<file path="src/pfsq_pkg.sv">
// Purpose: constants and types for the pfc enable and fault sequencer
// Assumes: 250 MHz core clock, AHB-Lite register access, 32-bit data
// Notes: long delays become top-level parameters so a bench can shorten them
// How it works
// - pfc on/off decisions are frozen until flyback soft start is done.
// - load sense below disable reference starts disable delay; pfc off on expiry.
// - pfc re-enabled after load sense stays above enable level beyond filter time.
// - skip pfc switching while control node is below the skip threshold.
// - leave skip when control node exceeds threshold plus skip hysteresis, or when skip becomes inhibited.
// - skip inhibited during pfc startup and undervoltage; allowed after regulation.
// - supply below stop level disables controller and enters triple hiccup.
// - overload on auto-recovery variant enters triple hiccup, not latched stop.
// - count hiccups (stop then start crossing); restart after three complete.
// - over-temperature disables controller, latches fault, supply keeps hiccuping.
// - thermal restart at next start crossing once cooled by the hysteresis.
// - thermal fault also cleared by clear level, brown-out or line removal.
// - new power-up only at next start crossing with all faults removed.
// - control node held low while pfc disabled, released when enabled.
package pfsq_pkg;
	localparam int unsigned CLK_PERIOD_PS = 4000;
	localparam longint unsigned DISABLE_DELAY_MS = 500;
	localparam longint unsigned ENABLE_FILTER_US = 100;
	// longest-type delay rounds down, least-type filter rounds up
	localparam longint unsigned DISABLE_DELAY_CYC =
		(DISABLE_DELAY_MS * 64'd1000000000) / CLK_PERIOD_PS;
	localparam longint unsigned ENABLE_FILTER_CYC =
		(ENABLE_FILTER_US * 64'd1000000 + CLK_PERIOD_PS - 1) / CLK_PERIOD_PS;
	localparam int DIS_CNT_W = 27;
	localparam int EN_CNT_W = 16;
	localparam logic [1:0] HICCUP_COUNT = 2'h3;
	localparam int N_SYNC = 15;

	localparam logic [31:0] REG_CTRL_ADDR = 32'h0000_0000;
	localparam logic [31:0] REG_STATUS_ADDR = 32'h0000_0004;
	localparam int CTRL_AUTO_RECOVERY_BIT = 0;
	localparam logic CTRL_AUTO_RECOVERY_RST = 1'b1;
	localparam int STAT_CTRL_EN_BIT = 0;
	localparam int STAT_PFC_ON_BIT = 1;
	localparam int STAT_SKIP_BIT = 2;
	localparam int STAT_THERMAL_BIT = 3;
	localparam int STAT_HIC_LSB = 4;
	localparam int STAT_STATE_LSB = 6;
	localparam int STAT_SS_DONE_BIT = 9;

	typedef enum logic [2:0] {
		ST_WAIT,
		ST_RUN,
		ST_HICCUP,
		ST_THERMAL,
		ST_LATCH
	} pfsq_state_e;
endpackage : pfsq_pkg

</file>
<file path="src/pfsq_sequencer.sv">
// Purpose: pfc enable/disable, skip, hiccup and thermal fault sequencing
// Assumes: comparator results arrive as asynchronous digital levels
// Notes: zero-wait AHB-Lite slave, always OKAY; unmapped reads give zero
`timescale 1ns/1ps
module pfsq_sequencer
	import pfsq_pkg::*;
#(
	parameter int unsigned DIS_CYC = 32'(DISABLE_DELAY_CYC),
	parameter int unsigned EN_CYC = 32'(ENABLE_FILTER_CYC)
) (
	input wire logic clk,
	input wire logic rst_n,
	input wire logic ss_done,
	input wire logic load_above_off,
	input wire logic load_above_on,
	input wire logic ctrl_below_skip,
	input wire logic ctrl_above_resume,
	input wire logic pfc_in_reg,
	input wire logic pfc_uvp,
	input wire logic vcc_above_on,
	input wire logic vcc_below_off,
	input wire logic vcc_below_clear,
	input wire logic overload,
	input wire logic therm_hot,
	input wire logic therm_cool,
	input wire logic brownout,
	input wire logic line_present,
	input wire logic hsel,
	input wire logic [31:0] haddr,
	input wire logic [1:0] htrans,
	input wire logic hwrite,
	input wire logic [2:0] hsize,
	input wire logic [31:0] hwdata,
	input wire logic hready,
	output logic hreadyout,
	output logic hresp,
	output logic [31:0] hrdata,
	output logic controller_enable,
	output logic pfc_enable,
	output logic pfc_switch_enable,
	output logic ctrl_node_pulldown,
	output logic thermal_fault
);
	logic [N_SYNC-1:0] sync_w;
	logic ss_s;
	logic load_off_ok_s;
	logic load_on_ok_s;
	logic ctrl_below_s;
	logic ctrl_above_s;
	logic in_reg_s;
	logic uvp_s;
	logic vcc_on_s;
	logic vcc_off_s;
	logic vcc_clear_s;
	logic overload_s;
	logic hot_s;
	logic cool_s;
	logic brownout_s;
	logic line_s;

	pfsq_state_e st_q;
	pfsq_state_e st_d;
	logic vcc_on_d_q;
	logic fell_q;
	logic fell_d;
	logic [1:0] hic_cnt_q;
	logic [1:0] hic_cnt_d;
	logic therm_q;
	logic therm_d;
	logic [DIS_CNT_W-1:0] dis_cnt_q;
	logic [DIS_CNT_W-1:0] dis_cnt_d;
	logic [EN_CNT_W-1:0] en_cnt_q;
	logic [EN_CNT_W-1:0] en_cnt_d;
	logic pfc_on_q;
	logic pfc_on_d;
	logic reg_seen_q;
	logic reg_seen_d;
	logic skip_q;
	logic skip_d;
	logic ctrl_en_q;
	logic sw_en_q;
	logic pulldown_q;
	logic auto_rec_q;
	logic hready_q;
	logic hresp_q;
	logic [31:0] hrdata_q;
	logic wr_pend_q;
	logic [31:0] wr_addr_q;

	// every comparator level is a pin: two flops before any use
	pfsq_sync #(
		.W(N_SYNC)
	) u_sync (
		.clk(clk),
		.rst_n(rst_n),
		.d({ss_done, load_above_off, load_above_on, ctrl_below_skip, ctrl_above_resume,
			pfc_in_reg, pfc_uvp, vcc_above_on, vcc_below_off, vcc_below_clear, overload,
			therm_hot, therm_cool, brownout, line_present}),
		.q(sync_w)
	);

	assign {ss_s, load_off_ok_s, load_on_ok_s, ctrl_below_s, ctrl_above_s,
		in_reg_s, uvp_s, vcc_on_s, vcc_off_s, vcc_clear_s, overload_s,
		hot_s, cool_s, brownout_s, line_s} = sync_w;

	// supply sequencing
	wire run = (st_q == ST_RUN);
	wire vcc_on_rise = vcc_on_s & ~vcc_on_d_q;
	wire clear_evt = vcc_clear_s | brownout_s | ~line_s;
	wire faults_gone = ~brownout_s & line_s & ~therm_q & ~hot_s;
	wire hic_done = vcc_on_rise & fell_q & (hic_cnt_q == HICCUP_COUNT - 2'h1);

	always_comb
	begin
		st_d = st_q;
		case (st_q)
			ST_WAIT:
			begin
				if (vcc_on_rise && faults_gone)
					st_d = ST_RUN;
			end
			ST_RUN:
			begin
				if (hot_s)
					st_d = ST_THERMAL;
				else if (vcc_off_s)
					st_d = ST_HICCUP;
				else if (overload_s)
					st_d = auto_rec_q ? ST_HICCUP : ST_LATCH;
			end
			ST_HICCUP:
			begin
				if (hot_s)
					st_d = ST_THERMAL;
				else if (hic_done)
					st_d = ST_RUN;
			end
			ST_THERMAL:
			begin
				if (clear_evt && !hot_s)
					st_d = ST_WAIT;
				else if (vcc_on_rise && cool_s)
					st_d = ST_RUN;
			end
			ST_LATCH:
			begin
				// latched stop only leaves through the supply clear level, brown-out or line removal
				if (clear_evt)
					st_d = ST_WAIT;
			end
			default:
				st_d = ST_WAIT;
		endcase
	end

	// a hiccup is a fall to the stop level then a rise through the start level
	assign fell_d = (st_q != ST_HICCUP) ? vcc_off_s :
		(vcc_on_rise ? 1'b0 : (fell_q | vcc_off_s));
	assign hic_cnt_d = (st_q != ST_HICCUP) ? 2'h0 :
		((vcc_on_rise && fell_q) ? hic_cnt_q + 2'h1 : hic_cnt_q);
	// set wins over clear: a hot reading keeps the fault latched
	assign therm_d = (hot_s && st_q != ST_WAIT && st_q != ST_LATCH) |
		(therm_q & ~(st_q == ST_THERMAL && st_d != ST_THERMAL));

	// pfc on/off: start enabled, decisions frozen until soft start ends
	wire start = (st_d == ST_RUN) && !run;
	wire decide = run & ss_s;
	// optocoupler grounding the pin simply reads as below the reference
	wire dis_cond = decide & pfc_on_q & ~load_off_ok_s;
	wire dis_exp = dis_cond && (dis_cnt_q == DIS_CNT_W'(DIS_CYC - 1));
	wire en_cond = decide & ~pfc_on_q & load_on_ok_s;
	wire en_exp = en_cond && (en_cnt_q == EN_CNT_W'(EN_CYC));

	assign dis_cnt_d = (dis_cond && !dis_exp) ? dis_cnt_q + 1'b1 : '0;
	assign en_cnt_d = (en_cond && !en_exp) ? en_cnt_q + 1'b1 : '0;
	assign pfc_on_d = (st_d != ST_RUN) ? 1'b0 :
		start ? 1'b1 :
		dis_exp ? 1'b0 :
		en_exp ? 1'b1 : pfc_on_q;

	// skip: only after regulation is reached in the current pfc run
	assign reg_seen_d = pfc_on_q & (reg_seen_q | in_reg_s);
	wire skip_ok = run & pfc_on_q & reg_seen_q & ~uvp_s;
	assign skip_d = !skip_ok ? 1'b0 :
		ctrl_below_s ? 1'b1 :
		(skip_q && ctrl_above_s) ? 1'b0 : skip_q;

	always_ff @(posedge clk or negedge rst_n)
	begin
		if (!rst_n)
		begin
			st_q <= ST_WAIT;
			vcc_on_d_q <= 1'b0;
			fell_q <= 1'b0;
			hic_cnt_q <= 2'h0;
			therm_q <= 1'b0;
		end
		else
		begin
			st_q <= st_d;
			vcc_on_d_q <= vcc_on_s;
			fell_q <= fell_d;
			hic_cnt_q <= hic_cnt_d;
			therm_q <= therm_d;
		end
	end

	always_ff @(posedge clk or negedge rst_n)
	begin
		if (!rst_n)
		begin
			dis_cnt_q <= '0;
			en_cnt_q <= '0;
			pfc_on_q <= 1'b0;
			reg_seen_q <= 1'b0;
			skip_q <= 1'b0;
		end
		else
		begin
			dis_cnt_q <= dis_cnt_d;
			en_cnt_q <= en_cnt_d;
			pfc_on_q <= pfc_on_d;
			reg_seen_q <= reg_seen_d;
			skip_q <= skip_d;
		end
	end

	always_ff @(posedge clk or negedge rst_n)
	begin
		if (!rst_n)
		begin
			ctrl_en_q <= 1'b0;
			sw_en_q <= 1'b0;
			pulldown_q <= 1'b1;
		end
		else
		begin
			ctrl_en_q <= (st_d == ST_RUN);
			sw_en_q <= pfc_on_d & ~skip_d;
			pulldown_q <= ~pfc_on_d;
		end
	end

	// AHB-Lite slave, zero wait states
	wire addr_ph = hsel & htrans[1] & hready;
	wire wr_ctrl = wr_pend_q && (wr_addr_q == REG_CTRL_ADDR);
	// a read right behind a write sees the new control value
	wire auto_rec_now = wr_ctrl ? hwdata[CTRL_AUTO_RECOVERY_BIT] : auto_rec_q;
	logic [31:0] stat_w;
	logic [31:0] rd_w;

	always_comb
	begin
		stat_w = 32'h0000_0000;
		stat_w[STAT_CTRL_EN_BIT] = ctrl_en_q;
		stat_w[STAT_PFC_ON_BIT] = pfc_on_q;
		stat_w[STAT_SKIP_BIT] = skip_q;
		stat_w[STAT_THERMAL_BIT] = therm_q;
		stat_w[STAT_HIC_LSB +: 2] = hic_cnt_q;
		stat_w[STAT_STATE_LSB +: 3] = st_q;
		stat_w[STAT_SS_DONE_BIT] = ss_s;
	end

	always_comb
	begin
		rd_w = 32'h0000_0000;
		if (haddr == REG_CTRL_ADDR)
			rd_w[CTRL_AUTO_RECOVERY_BIT] = auto_rec_now;
		else if (haddr == REG_STATUS_ADDR)
			rd_w = stat_w;
	end

	always_ff @(posedge clk or negedge rst_n)
	begin
		if (!rst_n)
		begin
			wr_pend_q <= 1'b0;
			wr_addr_q <= 32'h0000_0000;
			hrdata_q <= 32'h0000_0000;
			auto_rec_q <= CTRL_AUTO_RECOVERY_RST;
			hready_q <= 1'b1;
			hresp_q <= 1'b0;
		end
		else
		begin
			wr_pend_q <= addr_ph & hwrite;
			wr_addr_q <= addr_ph ? haddr : wr_addr_q;
			hrdata_q <= (addr_ph && !hwrite) ? rd_w : hrdata_q;
			auto_rec_q <= auto_rec_now;
			hready_q <= 1'b1;
			hresp_q <= 1'b0;
		end
	end

	assign hreadyout = hready_q;
	assign hresp = hresp_q;
	assign hrdata = hrdata_q;
	assign controller_enable = ctrl_en_q;
	assign pfc_enable = pfc_on_q;
	assign pfc_switch_enable = sw_en_q;
	assign ctrl_node_pulldown = pulldown_q;
	assign thermal_fault = therm_q;

	property p_freeze;
		@(posedge clk) disable iff (!rst_n)
		(run && !ss_s) ##1 run |-> $stable(pfc_on_q);
	endproperty
	a_freeze: assert property (p_freeze) else $error("pfc state moved before soft start end");

	property p_dis;
		@(posedge clk) disable iff (!rst_n)
		(run && $past(run) && $fell(pfc_on_q)) |-> ($past(dis_cnt_q) == DIS_CYC - 1);
	endproperty
	a_dis: assert property (p_dis) else $error("pfc disabled without delay expiry");

	property p_en;
		@(posedge clk) disable iff (!rst_n)
		(run && $past(run) && $rose(pfc_on_q)) |-> ($past(en_cnt_q) == EN_CYC);
	endproperty
	a_en: assert property (p_en) else $error("pfc enabled without full filter time");

	property p_skip_in;
		@(posedge clk) disable iff (!rst_n)
		(skip_ok && ctrl_below_s) |=> skip_q;
	endproperty
	a_skip_in: assert property (p_skip_in) else $error("skip not entered below threshold");

	property p_skip_out;
		@(posedge clk) disable iff (!rst_n)
		$fell(skip_q) |-> ($past(ctrl_above_s) || !$past(skip_ok));
	endproperty
	a_skip_out: assert property (p_skip_out) else $error("skip left below resume level");

	property p_skip_inh;
		@(posedge clk) disable iff (!rst_n)
		(!reg_seen_q || uvp_s) |=> !skip_q;
	endproperty
	a_skip_inh: assert property (p_skip_inh) else $error("skip while inhibited");

	property p_hic;
		@(posedge clk) disable iff (!rst_n)
		(st_q == ST_RUN && $past(st_q) == ST_HICCUP) |-> ($past(hic_cnt_q) == 2'h2);
	endproperty
	a_hic: assert property (p_hic) else $error("restart before three hiccups");

	property p_hot;
		@(posedge clk) disable iff (!rst_n)
		(run && hot_s) |=> (therm_q && !ctrl_en_q) ##1 !ctrl_en_q;
	endproperty
	a_hot: assert property (p_hot) else $error("over-temperature not handled");

	property p_tclr;
		@(posedge clk) disable iff (!rst_n)
		(st_q == ST_THERMAL && clear_evt && !hot_s) |=> !therm_q;
	endproperty
	a_tclr: assert property (p_tclr) else $error("thermal fault not cleared");
endmodule : pfsq_sequencer

</file>
<file path="src/pfsq_sync.sv">
// Purpose: two-flop synchroniser for a bundle of comparator levels
// Assumes: inputs are slow levels, not single-cycle pulses
// Notes: bits are synchronised independently
`timescale 1ns/1ps
module pfsq_sync #(
	parameter int W = 1
) (
	input wire logic clk,
	input wire logic rst_n,
	input wire logic [W-1:0] d,
	output logic [W-1:0] q
);
	logic [W-1:0] s1_q;
	logic [W-1:0] s2_q;

	always_ff @(posedge clk or negedge rst_n)
	begin
		if (!rst_n)
		begin
			s1_q <= '0;
			s2_q <= '0;
		end
		else
		begin
			s1_q <= d;
			s2_q <= s1_q;
		end
	end

	assign q = s2_q;
endmodule : pfsq_sync

</file>
<file path="config.mk">
export PLATFORM = sky130hd
export DESIGN_NAME = pfsq_sequencer
export DESIGN_NICKNAME = d
export VERILOG_FILES = /design/src/pfsq_pkg.sv /design/src/pfsq_sequencer.sv /design/src/pfsq_sync.sv
export SDC_FILE = /design/constraint.sdc
export NUM_CORES = 1
export LEC_CHECK = 0
export CAP_MARGIN = 40
export CELL_PAD_IN_SITES_DETAIL_PLACEMENT = 0
export CELL_PAD_IN_SITES_GLOBAL_PLACEMENT = 1
export CORE_MARGIN = 10
export CORE_UTILIZATION = 35
export CTS_CLUSTER_DIAMETER = 80
export CTS_CLUSTER_SIZE = 14
export DETAILED_ROUTE_END_ITERATION = 7
export DONT_BUFFER_PORTS = 1
export GPL_TIMING_DRIVEN = 0
export HOLD_SLACK_MARGIN = 0.08
export PLACE_DENSITY = 0.65
export SLEW_MARGIN = 25
export SYNTH_ARGS = -nofsm -noshare
export SYNTH_HDL_FRONTEND = slang
export SYNTH_SLANG_ARGS = --single-unit
</file>
<file path="constraint.sdc">
create_clock -name clk -period 1.9 [get_ports clk]
set_clock_uncertainty 0.05 [all_clocks]
set_input_delay 0 -clock clk [delete_from_list [all_inputs] [get_ports clk]]
set_output_delay 0 -clock clk [all_outputs]
set_load 0.02 [all_outputs]
</file>
# == Word level (Yosys, flattened, before mapping) ==
# Index checks and enable logic that the tools add are counted.
# word_totals
ff_bits,153
in_bits,89
output_inout_bits,39
# op_classes
n_addsub,3
eq_ne,13
mux,28
n_bitwise,36
n_reduce_logical,25
# ops
operator,n
32-bit logical NOT,2
32-bit by 3-bit == test with 1-bit output (second input constant),1
31-bit two-way mux,1
3-bit two-way mux,10
27-bit by 1-bit adder with 27-bit output (second input constant),1
27-bit == test (second input constant),1
27-bit two-way mux,1
1-bit bitwise AND,20
16-bit by 1-bit adder with 16-bit output (second input constant),1
16-bit by 15-bit == test with 1-bit output (second input constant),1
16-bit two-way mux,1
1-bit logical AND,15
3-bit case mux with 5 select lines,1
1-bit two-way mux,11
1-bit NOT,11
10-bit two-way mux,1
3-bit by 1-bit == test with 1-bit output (second input constant),2
3-bit by 2-bit == test with 1-bit output (second input constant),2
3-bit by 2-bit inequality test with 1-bit output (second input constant),2
1-bit logical NOT,5
1-bit bitwise OR,5
2-bit two-way mux,2
3-bit == test (second input constant),1
3-bit logical NOT,1
other kinds (6),6

# == Longest topological paths before layout ==
# depth
ltp_word,12
mapped_depth,8
depth_no_buf,8

# == Modules after synthesis ==
# From an unflattened synthesis, not the netlist that was laid out.
# hier_totals
cells_unflattened,469
area_unflattened_um2,5554.1
# by_module_without_submodules
mod,n_inst,cells_per_inst,area_each_um2,seq_area_each_um2
pfsq_sequencer,1,439,4803.4,2529.9
pfsq_sync,1,30,750.7,750.7

# == Worst setup path before layout ==
# No wires, ideal clock.
# synth_timing
kind,reg2reg
start,register en_cnt_q[10]
end,register en_cnt_q[10]
setup_ns,0.121
t_arrival_ns,1.681
setup_slack_ns,0.048
path_stages_with_launch,6
path_buffers,1
synth_period_minus_slack_ns,1.852
cell_sequence,dfrtp_1 or4_1 nor4_2 nand3b_1 buf_2 nor2_1
# synth_between
elab_chain_cells,5
# synth_lines
element,line_no,source
start: declaration,pfsq_sequencer.sv:72,logic [EN_CNT_W-1:0] en_cnt_q;
start signal: assignment,pfsq_sequencer.sv:221,en_cnt_q <= en_cnt_d;
"parallel branches: the longest is 4 deep, another holds 16-bit by 1-bit adder with 16-bit output",n/a,
16-bit two-way mux (*),pfsq_sequencer.sv:175,assign en_cnt_d = (en_cond && !en_exp) ? en_cnt_q + 1'b1 : '0;
via en_cnt_d[10],pfsq_sequencer.sv:73,logic [EN_CNT_W-1:0] en_cnt_d;
# Mark *: on every way through the listed nets, which the timed path passes.
# A chain may end at the register's enable or synchronous reset.

# == Final worst setup path ==
# layout_timing
start,register dis_cnt_q[7]
end,register dis_cnt_q[7]
# layout_between
elab_chain_cells,5
# layout_lines
element,line_no,source
start: declaration,pfsq_sequencer.sv:70,logic [DIS_CNT_W-1:0] dis_cnt_q;
start signal: assignment,pfsq_sequencer.sv:220,dis_cnt_q <= dis_cnt_d;
"parallel branches: the longest is 4 deep, another holds 27-bit by 1-bit adder with 27-bit output",n/a,
27-bit two-way mux (*),pfsq_sequencer.sv:174,assign dis_cnt_d = (dis_cond && !dis_exp) ? dis_cnt_q + 1'b1 : '0;
via dis_cnt_d[7],pfsq_sequencer.sv:71,logic [DIS_CNT_W-1:0] dis_cnt_d;
# Marks and branches as above.

==> summary.txt <==
Status: complete, but fails checks
Failing checks: negative hold slack, negative setup slack
N_diodes: 0
RSZ-0062 raised after global routing: true
Yosys warns: 0
Leak pwr: 3.20 nW
Core region area: 15400 um2
Switch share: 24.6%
Fin util: 49.4%
Total Power: 0.00751 W
CP Capture Type: flip-flop
Placed insts: 702
Initial Util: 36.1%
Seq/Total Area, Yosys: 59.1%
Max-Cap Viols: 0
Switching power total: 0.00185 W
Max transition margin: 61.4%
CTS tree: yes
GRT overflow: 0
Rows: 45
Drt initial violations: 211
Setup slack after layout: -0.00806 ns
Main area contributors after synthesis: dfrtp_1 58%, mux2_2 6.3%, nor2_1 3.6%, buf_4 3.2%, xnor2_1 3.2%
Proportion of layout cells with a drive suffix above 1: 26.5%
Detail Route Antenna Nets: 0
Period minus WS final: 1.91 ns
Clk slew on worst S/H paths: 0.05 ns
Combinational power share: 11.0%
Async SR Flop Fraction: 100%
Htree depth: 4
Full die area: 21300 um2
Post-synth EDFFs: 0
Post-synth top area share: 58.1%
Crit share post-route: 100%
First-pass GRT wire length: 20400 um
Root buf cell: clkbuf_16
Fillers: 1360
Flop pwr share: 44.4%
Post-Synthesis Cell Area: 5550 um2
Number of global-route vias before repair: 4007
CP top delay family: simple AND/OR/NAND/NOR gates
Critical-path cell list: or4_4 -> or3_4 -> nand2_8 -> clkbuf_16 -> nor2_1
TritonRoute pass-1 iters: 4
DR DRC count: 0
Slowest library cell on the worst path: or4_4
Max Fclk: 524 MHz
Detailed-route wire length per cell: 15.5 um
Mean Syn Cell Area: 11.8 um2
Worst hold slack: -0.768 ns
Total GRT Usage: 11.8%
Routed wire length: 12700 um
Die X: 146 um
Crit path arrival time: 2.15 ns
Max-slew violation count: 0
Peak supply drop: 0.869 mV
CTS sink count: 131
Final hold vios: 131
Setup violators final: 9
Ys flop type: dfrtp_1
I/O Pins: 128
Peak fanout along the critical path: 5
Layout Area Growth over Synthesis: 36.8%
Hpwl dp: 8340 um
Yosys cell types: 48
Pint: 0.00566 W
Power per cell area: 989 nW/um2
Synth area leader: dfrtp_1
CP bufs+invs: 1
Clock power share: 44.7%
Critical path type: reg2reg
Yosys reg bits: 131
Nets: 691
Hold Path Class: in2async
Num CTS Buffers: 17
Post-Synthesis Cells: 469
CP peak stage delay: 0.57 ns
Worst Setup Start Kind: flip-flop
Die Y: 146 um
Vias/cell: 4.75
Worst-margin pin slew: 0.579 ns
Via count: 3905
Initial antenna violation count: 0
Port-buffer cells: 0
Final Non-Filler Cells: 822
CTS Buffer Depth: 2
Pin count of the biggest net entering global routing: 132
RePlAce Congestion: 0.790
CP required: 2.14 ns
Worst skew pair latency: 0.41 ns
sequential cells by signal (all words and copies together), names as in the netlist, 2 cells and up:
| register | cells |
|---|---|
| dis_cnt_q | 27 |
| u_sync.q | 15 |
| u_sync.s1_q | 15 |
| hrdata | 10 |
| st_q | 3 |
| wr_addr_q | 32 |
| en_cnt_q | 16 |
| hic_cnt_q | 2 |
repair_timing:
item / CTS / global route
hold endpoints to repair: 190 / 132
setup endpoints to repair: 34 / 30
buffers inserted: 3 / 14
pin swaps: 2 / 6
gates resized for setup: 12 / 42
cloned: 0 / 3
hold buffers: 65 / 2
cell usage in the layout, fill, tap and decap left out, types with 4 or more instances in the layout:
master,netlist,routed
dfrtp_1,129,125
dlygate4sd3_1,0,67
buf_4,24,42
nor2_1,53,40
mux2_2,31,31
conb_1,2,24
xor2_1,20,20
xnor2_1,20,20
nand2_1,21,19
nand3_1,19,19
clkbuf_16,0,19
nor4_1,19,14
inv_1,13,12
nor3_1,12,11
nand4_1,11,11
nor2_2,0,11
and3_1,10,9
a22o_1,9,9
a21oi_1,8,6
and4_1,6,6
nor4_2,2,6
clkbuf_1,6,5
nand3b_1,4,4
o21ai_0,4,4
dfrtp_2,0,4
synthesized netlist by cell type (8+ instances only):
cell	instances
dfrtp_1	129
nor2_1	53
mux2_2	31
buf_4	24
nand2_1	21
xnor2_1	20
xor2_1	20
nand3_1	19
nor4_1	19
inv_1	13
nor3_1	12
nand4_1	11
and3_1	10
a22o_1	9
a21oi_1	8
power by group through the flow:
stage               logic, W  registers, W  clock network [W]
floorplan           0.000472       0.00329                  0
global placement    0.000568       0.00337                  0
detailed placement  0.000573       0.00338                  0
CTS                 0.000748       0.00333            0.00344
global route        0.000913       0.00337            0.00359
finish              0.000826       0.00333            0.00335
cells by family (layout without fill, tap and decap cells):
group	count (synthesis)	count (layout)	share of synthesized area, %
and+or+nand+nor	180	181	17.6
other	2	24	0.135
adders and majority gates	4	4	0.901
AOI/OAI and AO/OA	33	33	4.51
xor gates and xnor gates	40	40	6.31
DFF	131	131	59.1
muxes	31	31	6.29
buffers and inverters	48	167	5.20
worst paths after layout:
kind                                               start                            to  slack (ns)  cells after the start
worst max-delay path              dis_cnt_q[7]$_DFF_PN0_        dis_cnt_q[7]$_DFF_PN0_      -0.008                      5
worst min-delay path                               rst_n      hic_cnt_q[0]$_DFFE_PN0P_       -0.77                      0
worst max register to register    dis_cnt_q[7]$_DFF_PN0_        dis_cnt_q[7]$_DFF_PN0_      -0.008                      5
worst min register to register  u_sync.s1_q[3]$_DFF_PN0_         u_sync.q[3]$_DFF_PN0_        0.30                      0
max in group asynchronous                          rst_n  ctrl_node_pulldown$_DFF_PN1_        2.32                      0
min in group clk                               htrans[1]      wr_addr_q[0]$_DFFE_PN0P_        0.10                      2
through the flow:
stage	hold slack (ns)	cell area (um2)	setup WS, ns	TNS [ns]
final	-0.768	7600	-0.00806	-0.0197
after CTS	-0.789	7260	0.000648	0
after global placement	-0.341	5900	-0.333	-5.77
after floorplan	-0.346	5640	0.0476	0
after detailed placement	-0.341	5900	-0.298	-5.33
after global routing	-0.793	7600	-0.0683	-1.30
area by class of cell:
class	instances	area (um2)	area share (%)
plain buffers	35	254	3.34
clock buffers	20	467	6.14
clock inverters	12	154	2.03
inverters	13	48.8	0.642
multi-input cells	313	2270	29.9
flip-flops and latches	131	3290	43.2
well taps	211	264	3.47
repair buffers	87	853	11.2
routing by layer:
layer  global-route usage (%)  part of all wire (%)
met1                     14.8                    45
met2                     18.5                    49
met3                     3.60                   4.3
met4                     5.06                   1.3
met5                        0                     0
No activity file was read; power rests on OpenSTA's default activity.
